## src/logic/brake_seq_pkg.sv

```systemverilog
// Package of constants and types for the holding-brake sequencer.
package brake_seq_pkg;
   localparam int unsigned CLK_HZ = 20000000;
   localparam int unsigned MS_NS = 1000000;
   localparam int unsigned CLK_NS = 1000000000 / CLK_HZ;
   localparam int unsigned MS_CYCLES = MS_NS / CLK_NS;
   localparam logic [15:0] MS_CYCLES_16 = 16'(MS_CYCLES);
   localparam logic [3:0] ADDR_SERVO_ON_WAIT = 4'h0;
   localparam logic [3:0] ADDR_BASIC_WAIT = 4'h1;
   localparam logic [3:0] ADDR_BRAKE_SPEED = 4'h2;
   localparam logic [3:0] ADDR_BRAKE_TIME = 4'h3;
   localparam logic [3:0] ADDR_MAP_LOW = 4'h4;
   localparam logic [3:0] ADDR_MAP_HIGH = 4'h5;
   localparam logic [3:0] ADDR_CONTROL = 4'h6;
   localparam logic [3:0] ADDR_STATUS = 4'h7;
   localparam logic [3:0] ADDR_MAP_ACTIVE_LOW = 4'h8;
   localparam logic [3:0] ADDR_MAP_ACTIVE_HIGH = 4'h9;
   localparam int unsigned CTRL_BK_ALLOC_BIT = 0;
   localparam int unsigned CTRL_RESTART_BIT = 1;
   localparam logic [15:0] MAP_LOW_RESET = 16'h3210;
   localparam logic [15:0] MAP_HIGH_RESET = 16'h7654;
   localparam logic [15:0] SERVO_ON_WAIT_RESET = 16'h0000;
   localparam logic [15:0] BASIC_WAIT_RESET = 16'h0000;
   localparam logic [15:0] BRAKE_SPEED_RESET = 16'h0064;
   localparam logic [15:0] BRAKE_TIME_RESET = 16'h01f4;
   localparam int unsigned NUM_TERMINALS = 8;
   localparam int unsigned NUM_FUNCS = 16;
   localparam logic [3:0] FUNC_SERVO_ON = 4'h0;

   typedef struct packed {
      logic [3:0] addr;
      logic [15:0] wdata;
      logic wr;
      logic rd;
   } reg_req_s;

   typedef enum logic [3:0] {
      ST_OFF = 4'b0001,
      ST_ON_WAIT = 4'b0010,
      ST_ON = 4'b0100,
      ST_OFF_WAIT = 4'b1000
   } seq_state_e;
endpackage

```

## src/logic/holding_brake_sequencer.sv

```systemverilog
// Holding-brake sequencer with input terminal function mapping.
////////////////////////////////////////////////////////////////////////////////
//
// Local design decisions: the address-and-strobe port and the register offsets.
module holding_brake_sequencer
   import brake_seq_pkg::*;
(
   input wire logic mclk,
   input wire logic rst_n,
   input wire brake_seq_pkg::reg_req_s req,
   output logic [15:0] rdata,
   input wire logic [7:0] terminal_in,
   input wire logic [15:0] motor_speed,
   output logic [15:0] func_active,
   output logic brake_interlock_out,
   output logic motor_excite
);
   import brake_seq_pkg::*;

   ////////////////////////////////////////////////////////////////////////////
   logic [15:0] servo_on_wait_setting, next_servo_on_wait_setting;
   logic [15:0] basic_wait_setting, next_basic_wait_setting;
   logic [15:0] brake_wait_speed, next_brake_wait_speed;
   logic [15:0] brake_wait_time, next_brake_wait_time;
   logic [15:0] input_map_low_group, next_input_map_low_group;
   logic [15:0] input_map_high_group, next_input_map_high_group;
   logic [15:0] map_active_low, next_map_active_low;
   logic [15:0] map_active_high, next_map_active_high;
   logic bk_allocated, next_bk_allocated;
   logic [15:0] next_rdata;

   always_comb begin
      next_servo_on_wait_setting = servo_on_wait_setting;
      next_basic_wait_setting = basic_wait_setting;
      next_brake_wait_speed = brake_wait_speed;
      next_brake_wait_time = brake_wait_time;
      next_input_map_low_group = input_map_low_group;
      next_input_map_high_group = input_map_high_group;
      next_map_active_low = map_active_low;
      next_map_active_high = map_active_high;
      next_bk_allocated = bk_allocated;
      if (req.wr) begin
         case (req.addr)
            ADDR_SERVO_ON_WAIT: next_servo_on_wait_setting = req.wdata;
            ADDR_BASIC_WAIT: next_basic_wait_setting = req.wdata;
            ADDR_BRAKE_SPEED: next_brake_wait_speed = req.wdata;
            ADDR_BRAKE_TIME: next_brake_wait_time = req.wdata;
            ADDR_MAP_LOW: next_input_map_low_group = req.wdata;
            ADDR_MAP_HIGH: next_input_map_high_group = req.wdata;
            ADDR_CONTROL: begin
               next_bk_allocated = req.wdata[CTRL_BK_ALLOC_BIT];
               if (req.wdata[CTRL_RESTART_BIT]) begin
                  // The stored maps only reach the terminals at restart.
                  next_map_active_low = input_map_low_group;
                  next_map_active_high = input_map_high_group;
               end
            end
            default: ;
         endcase
      end
   end

   ////////////////////////////////////////////////////////////////////////////
   seq_state_e state, next_state;
   logic [15:0] ms_div, next_ms_div;
   logic [15:0] ms_count, next_ms_count;
   logic next_brake_interlock_out, next_motor_excite;
   logic servo_on_sync;
   logic ms_tick;
   logic signed [15:0] on_wait;
   logic [15:0] on_wait_mag;
   logic speed_low, time_up;

   assign on_wait = $signed(servo_on_wait_setting);
   assign on_wait_mag = on_wait[15] ? 16'(-on_wait) : servo_on_wait_setting;
   assign ms_tick = (ms_div == MS_CYCLES_16 - 16'h0001);
   assign speed_low = (motor_speed < brake_wait_speed);
   assign time_up = (ms_count > brake_wait_time);

   always_comb begin
      next_rdata = 16'h0000;
      if (req.rd) begin
         case (req.addr)
            ADDR_SERVO_ON_WAIT: next_rdata = servo_on_wait_setting;
            ADDR_BASIC_WAIT: next_rdata = basic_wait_setting;
            ADDR_BRAKE_SPEED: next_rdata = brake_wait_speed;
            ADDR_BRAKE_TIME: next_rdata = brake_wait_time;
            ADDR_MAP_LOW: next_rdata = input_map_low_group;
            ADDR_MAP_HIGH: next_rdata = input_map_high_group;
            ADDR_CONTROL: next_rdata = {15'h0000, bk_allocated};
            ADDR_STATUS: next_rdata = {12'h000, brake_interlock_out, motor_excite,
                                       servo_on_sync, state == ST_ON};
            ADDR_MAP_ACTIVE_LOW: next_rdata = map_active_low;
            ADDR_MAP_ACTIVE_HIGH: next_rdata = map_active_high;
            default: next_rdata = 16'h0000;
         endcase
      end
   end

   logic [15:0] rdata_q;

   always_comb begin
      next_state = state;
      next_ms_div = ms_tick ? 16'h0000 : ms_div + 16'h0001;
      next_ms_count = ms_count;
      next_brake_interlock_out = brake_interlock_out;
      next_motor_excite = motor_excite;
      case (state)
         ST_OFF: begin
            next_brake_interlock_out = 1'b0;
            next_motor_excite = 1'b0;
            next_ms_count = 16'h0000;
            if (servo_on_sync) begin
               if (!bk_allocated || on_wait_mag == 16'h0000) begin
                  next_brake_interlock_out = bk_allocated;
                  next_motor_excite = 1'b1;
                  next_state = ST_ON;
               end else if (!on_wait[15]) begin
                  next_brake_interlock_out = 1'b1;
                  next_state = ST_ON_WAIT;
               end else begin
                  next_motor_excite = 1'b1;
                  next_state = ST_ON_WAIT;
               end
               next_ms_div = 16'h0000;
            end
         end
         ST_ON_WAIT: begin
            if (!servo_on_sync) begin
               next_motor_excite = 1'b0;
               next_brake_interlock_out = 1'b0;
               next_state = ST_OFF;
            end else begin
               if (ms_tick) next_ms_count = ms_count + 16'h0001;
               if (ms_count >= on_wait_mag) begin
                  next_motor_excite = 1'b1;
                  next_brake_interlock_out = 1'b1;
                  next_ms_count = 16'h0000;
                  next_state = ST_ON;
               end
            end
         end
         ST_ON: begin
            next_ms_count = 16'h0000;
            if (!servo_on_sync) begin
               next_motor_excite = 1'b0;
               next_ms_div = 16'h0000;
               if (!bk_allocated || basic_wait_setting == 16'h0000) begin
                  next_brake_interlock_out = 1'b0;
                  next_state = ST_OFF;
               end else begin
                  next_state = ST_OFF_WAIT;
               end
            end
         end
         ST_OFF_WAIT: begin
            if (servo_on_sync) begin
               next_ms_count = 16'h0000;
               next_motor_excite = 1'b1;
               next_state = ST_ON;
            end else begin
               if (ms_tick) next_ms_count = ms_count + 16'h0001;
               if (speed_low || time_up) begin
                  next_brake_interlock_out = 1'b0;
                  next_state = ST_OFF;
               end
            end
         end
         default: begin
            next_state = ST_OFF;
            next_brake_interlock_out = 1'b0;
            next_motor_excite = 1'b0;
         end
      endcase
      // Dropping the allocation engages the brake at the same edge as the write.
      if (!next_bk_allocated) next_brake_interlock_out = 1'b0;
   end

   ////////////////////////////////////////////////////////////////////////////
   logic [7:0] term_stable;
   logic [15:0] next_func_active;

   // The terminals are asynchronous, so each one passes the three-flop filter first.
   pin_filter #(
      .WIDTH(NUM_TERMINALS)
   ) u_pin_filter (
      .mclk(mclk),
      .rst_n(rst_n),
      .pin_in(terminal_in),
      .pin_level(term_stable)
   );

   // Later terminals overwrite earlier ones, so the highest rank wins a clash.
   always_comb begin
      logic [3:0] digit;
      digit = 4'h0;
      next_func_active = 16'h0000;
      for (int t = 0; t < NUM_TERMINALS; t++) begin
         if (t < 4) digit = map_active_low[4*t +: 4];
         else digit = map_active_high[4*(t-4) +: 4];
         next_func_active[digit] = term_stable[t];
      end
   end

   assign servo_on_sync = func_active[FUNC_SERVO_ON];

   ////////////////////////////////////////////////////////////////////////////
   always_ff @(posedge mclk or negedge rst_n) begin
      if (!rst_n) begin
         servo_on_wait_setting <= SERVO_ON_WAIT_RESET;
         basic_wait_setting <= BASIC_WAIT_RESET;
         brake_wait_speed <= BRAKE_SPEED_RESET;
         brake_wait_time <= BRAKE_TIME_RESET;
         input_map_low_group <= MAP_LOW_RESET;
         input_map_high_group <= MAP_HIGH_RESET;
         map_active_low <= MAP_LOW_RESET;
         map_active_high <= MAP_HIGH_RESET;
         bk_allocated <= 1'b0;
      end else begin
         servo_on_wait_setting <= next_servo_on_wait_setting;
         basic_wait_setting <= next_basic_wait_setting;
         brake_wait_speed <= next_brake_wait_speed;
         brake_wait_time <= next_brake_wait_time;
         input_map_low_group <= next_input_map_low_group;
         input_map_high_group <= next_input_map_high_group;
         map_active_low <= next_map_active_low;
         map_active_high <= next_map_active_high;
         bk_allocated <= next_bk_allocated;
      end
   end

   always_ff @(posedge mclk or negedge rst_n) begin
      if (!rst_n) begin
         rdata_q <= 16'h0000;
      end else begin
         rdata_q <= next_rdata;
      end
   end

   always_ff @(posedge mclk or negedge rst_n) begin
      if (!rst_n) begin
         state <= ST_OFF;
         ms_div <= 16'h0000;
         ms_count <= 16'h0000;
         brake_interlock_out <= 1'b0;
         motor_excite <= 1'b0;
      end else begin
         state <= next_state;
         ms_div <= next_ms_div;
         ms_count <= next_ms_count;
         brake_interlock_out <= next_brake_interlock_out;
         motor_excite <= next_motor_excite;
      end
   end

   always_ff @(posedge mclk or negedge rst_n) begin
      if (!rst_n) begin
         func_active <= 16'h0000;
      end else begin
         func_active <= next_func_active;
      end
   end

   assign rdata = rdata_q;
endmodule

////////////////////////////////////////////////////////////////////////////////
// Three-flop pin filter: a level is taken once the second and third stages agree.
module pin_filter #(
   parameter int unsigned WIDTH = 8
) (
   input wire logic mclk,
   input wire logic rst_n,
   input wire logic [WIDTH-1:0] pin_in,
   output logic [WIDTH-1:0] pin_level
);
   logic [WIDTH-1:0] stage1, stage2, stage3, next_pin_level;

   always_comb begin
      next_pin_level = pin_level;
      for (int b = 0; b < WIDTH; b++) begin
         if (stage2[b] == stage3[b]) next_pin_level[b] = stage3[b];
      end
   end

   always_ff @(posedge mclk or negedge rst_n) begin
      if (!rst_n) begin
         stage1 <= '0;
         stage2 <= '0;
         stage3 <= '0;
         pin_level <= '0;
      end else begin
         stage1 <= pin_in;
         stage2 <= stage1;
         stage3 <= stage2;
         pin_level <= next_pin_level;
      end
   end
endmodule

```

## config.mk

```make
export PLATFORM = sky130hd
export DESIGN_NAME = holding_brake_sequencer
export DESIGN_NICKNAME = d
export VERILOG_FILES = /design/src/logic/brake_seq_pkg.sv /design/src/logic/holding_brake_sequencer.sv
export SDC_FILE = /design/constraint.sdc
export NUM_CORES = 1
export LEC_CHECK = 0
export BUFFER_PORTS_ARGS = -buffer_cell sky130_fd_sc_hd__buf_2
export CORE_MARGIN = 1
export CORE_UTILIZATION = 49
export DETAILED_ROUTE_END_ITERATION = 7
export PLACE_DENSITY = 0.75
export SLEW_MARGIN = 15
export SYNTH_ARGS = -nofsm -noshare
export SYNTH_HDL_FRONTEND = slang
export SYNTH_SLANG_ARGS = --single-unit
export TNS_END_PERCENT = 1
```

## constraint.sdc

```tcl
create_clock -name mclk -period 5.05 [get_ports mclk]
set_input_delay 0.2525 -clock mclk [delete_from_list [all_inputs] [get_ports mclk]]
set_output_delay 0.2525 -clock mclk [all_outputs]
set_load 0.005 [all_outputs]
```

==> summary.md <==
| Metric | Value |
|---|---|
| Slowest-stage cell, CP | `or4_4` |
| Crit path kind | `flop to flop` |
| Clock latency at the later pin of the worst-skew pair | `540 ps` |
| Hold Crit Endpoint | `on_wait[9]$_DFFE_PN0P_` |
| CP Capture Type | `flop` |
| Cells taking the most area after synthesis | `dfrtp_1 (38%), mux2_2 (11%), dfstp_2 (6.8%), ha_1 (4.9%), nand2_1 (2.9%)` |
| Yosys top cell area share | `0.375` |
| IO Count | `82` |
| Crit share post-route | `0.698` |
| Diodes inserted | `0` |
| Global-route wire length before repair | `around 57000 um` |
| Flop-to-flop setup slack | `roughly 1500 ps` |
| WP depth | `11` |
| WP data arrival | `3960 ps` |
| Syn Std Cell Area | `about 13000 um2` |
| Worst slew pin tran | `roughly 1100 ps` |
| DP HPWL | `around 25000 um` |
| Vias in the first global route | `slightly above 10000` |
| Mapped Cells | `1290` |
| Drt first pass iters | `8` |
| Initial Util | `0.501` |
| Core Util, Final | `0.563` |
| Area grow syn2layout | `12.3%` |
| Post-synth top area cell | `dfrtp_1` |
| Total global routing overflow | `0` |
| Area of the multi-input gates | `~6900 um2` |
| Final hold slack | `67.5 ps` |
| Max_slew headroom | `0.293` |
| Vias/cell | `6.35` |
| DRC | `7` |
| IO buf count | `81` |
| Clock sink total | `231` |
| Post-CTS Resized | `0` |
| Hold-fix buffer count after cts | `9` |
| PD cells | `between 400 and 500 nW/um2` |
| RD Place Congestion | `0.923` |
| Hold_sp | `req[11]` |
| Post-DRT Antenna Nets | `0` |
| DRT Wirelength | `35900 um` |
| Crit path required time | `5490 ps` |
| Hold Path Class | `input pin to flop` |
| H-tree depth | `1` |
| Netlist cell types | `just under 80` |
| Post-CTS setup buffers | `0` |
| Hold Fails Final Rpt | `0` |
| Die Y | `about 170 um` |
| Drt first-iter violations | `around 1200` |
| Endpoints failing setup | `0` |
| Critical path, cell by cell | `or4_4 > o41ai_1 > xor2_1 > ha_1 > a21oi_1 > o21ai_0 > a31o_2 > o21ai_0 > a21oi_1 > buf_4 > nor3_1` |
| Register Area | `5820 um2` |
| Final TNS setup | `0 ps` |
| Mean Syn Cell Area | `just over 10 um2` |
| FILL cells | `2246` |
| Post-synth EDFFs | `0` |
| Clk_skew | `10.1 ps` |
| FF-to-FF Start | `on_wait[3]$_DFFE_PN0P_` |
| Async set-reset flop share out of synthesis | `1.00` |
| Final Max Tran Viols | `0` |
| R2r endpoint | `ms_count[14]$_DFFE_PN0P_` |
| Peak supply drop | `0.220 mV` |
| Crit-path max FO | `16` |
| Die Wd | `166 um` |
| Seq/Total Area, Yosys | `0.443` |
| RSZ-0062 raised after global routing | `no` |
| Routed len/inst | `21.1 um` |
| Max incr delay on CP | `610 ps` |
| Status | `finished with violations` |
| Clock Path Buffers | `3` |
| CORE AREA | `roughly 26000 um2` |
| Max Fclk | `284 MHz` |
| Pleak | `roughly 6.3 nW` |
| Vias | `between 10000 and 15000` |
| Reg clk slew, reported paths | `70 ps` |
| Std cell rows | `59` |
| Post-synthesis register bit count | `231` |
| Syn Nets | `roughly 1400` |
| Largest net degree at the start of global routing | `137` |
| Reg2reg path depth | `11` |
| Synthesis warning total | `0` |
| Predominant post-synthesis flop cell | `dfrtp_1` |
| Failing checks | `design-rule violations` |
| Root Driver | `clkbuf_16` |
| Total Routing Usage GR | `0.263` |
| CTS tree | `built` |
| Max-Cap Viols | `0` |
| Die area | `27500 um2` |
| Net count reported at finish | `1444` |
| Top delay family on crit path | `compound AO/OA/AOI/OAI gates` |
| Element type at the critical path start | `flop` |
| Worst Path Buf+Inv | `1` |
| Minimum clock period | `approximately 3500 ps` |
| Hold Path Depth | `2` |
| CTS buffer count | `27` |
| Share of layout cells above drive strength 1 | `0.238` |
| Initial antenna violation count | `1` |
==> area by class of cell <==
cell class / count / share of cell area
clock buffer: 35 / 0.0485
clock inverter: 13 / 0.0101
inverter: 44 / 0.0112
multi-input combinational: 939 / 0.466
sequential: 231 / 0.395
tap: 335 / 0.0284
timing repair buffer: 102 / 0.0412
==> synthesized netlist by cell type (4+ instances only) <==
cell,number
inv_1,44
o31ai_1,9
xnor2_1,17
xor2_1,22
and3_1,8
o21ai_0,43
a21o_1,4
o221ai_1,4
o22ai_1,6
o32ai_1,4
a221oi_1,22
a31oi_1,23
nor4_1,15
a222oi_1,18
nand2_1,100
ha_1,51
maj3_1,8
mux2_2,132
a22oi_1,10
a311oi_1,8
nor2_1,77
nand4_1,23
dfrtp_1,197
dfstp_2,34
nor3_1,46
clkbuf_1,65
nand3_1,39
nor2b_1,32
a211oi_1,4
buf_1,6
o211ai_1,10
o21a_1,5
a22o_1,22
mux2i_1,8
o41ai_1,4
a21oi_1,46
nand2b_1,34
or3_1,5
o311ai_0,7
and2_1,11
==> cell families after synthesis <==
kind of cell	count (synthesis)	synth area share
muxes	141	0.120
xor gates and xnor gates	39	0.0260
adders and majority gates	59	0.0547
and+or+nand+nor	422	0.166
DFF	231	0.443
AOI/OAI and AO/OA	278	0.154
buffers and inverters	120	0.0362
==> cells in the final DEF, fill, tap and decap left out, drive strengths merged, types with 45 or more instances in the layout <==
cell type / n
dfrtp: 197
buf: 93
inv: 45
nor3: 46
mux2: 133
nor2: 77
a21oi: 46
o21ai: 45
nand2: 100
ha: 51
==> how the worst max path moves through the flow <==
stage / start / endpoint / slack (ps)
global placement: on_wait[0]$_DFFE_PN0P_ / brake_interlock_out$_DFFE_PN0P_ / 1650
detailed placement: on_wait[0]$_DFFE_PN0P_ / ms_count[14]$_DFFE_PN0P_ / 1620
finish: on_wait[3]$_DFFE_PN0P_ / ms_count[14]$_DFFE_PN0P_ / 1530
CTS: on_wait[3]$_DFFE_PN0P_ / ms_count[14]$_DFFE_PN0P_ / 1590
global route: on_wait[0]$_DFFE_PN0P_ / ms_count[14]$_DFFE_PN0P_ / 1270
floorplan: on_wait[9]$_DFFE_PN0P_ / ms_count[10]$_DFFE_PN0P_ / 1730
==> sequential cells by signal, indices dropped and copies added (netlist names), 4 cells and up <==
| signal | count |
|---|---|
| u_pin_filter.stage2 | 8 |
| u_pin_filter.pin_level | 8 |
| rdata | 16 |
| input_map_low_group | 16 |
| brake_wait_time | 16 |
| map_active_high | 16 |
| input_map_high_group | 16 |
| ms_div | 16 |
| u_pin_filter.stage3 | 8 |
| state | 4 |
| brake_wait_speed | 16 |
| map_active_low | 16 |
| ms_count | 16 |
| func_active | 16 |
| basic_wait_setting | 16 |
| on_wait | 16 |
| u_pin_filter.stage1 | 8 |
==> where the power goes <==
group	total [mW]	switching [mW]	internal, mW
Clock	1.94	0.789	1.15
Sequential	2.71	0.489	2.22
Combinational	1.47	0.811	0.658
Total	6.11	2.09	4.03
==> worst reg2reg max path, cell delays in order, from the launching register on <==
cell and delay, ps:
dfrtp_1 550, or4_4 620, o41ai_1 550, xor2_1 200, ha_1 270, a21oi_1 190, o21ai_0 110, a31o_2 240
o21ai_0 160, a21oi_1 90, buf_4 200, nor3_1 240
==> metrics by stage <==
step	setup slack (ps)	instance area [um2]	power [mW]	cells
4_1_cts	1590	14800	6.12	1699
3_3_place_gp	1650	13800	4.11	1642
5_1_grt	1270	14800	6.43	1699
6_report	1530	14800	6.11	1699
2_1_floorplan	1730	13100	3.63	1290
3_5_place_dp	1620	13800	4.16	1642
==> per-layer routing <==
layer / wire, um / part of all wire / GRT usage
met1: 16700 / 0.46 / 0.391
met3: 2700 / 0.075 / 0.0422
met4: 1170 / 0.033 / 0.0991
met2: 15300 / 0.43 / 0.384
met5: 13 / 0.00036 / 0
No activity file was read; power rests on OpenSTA's default activity.
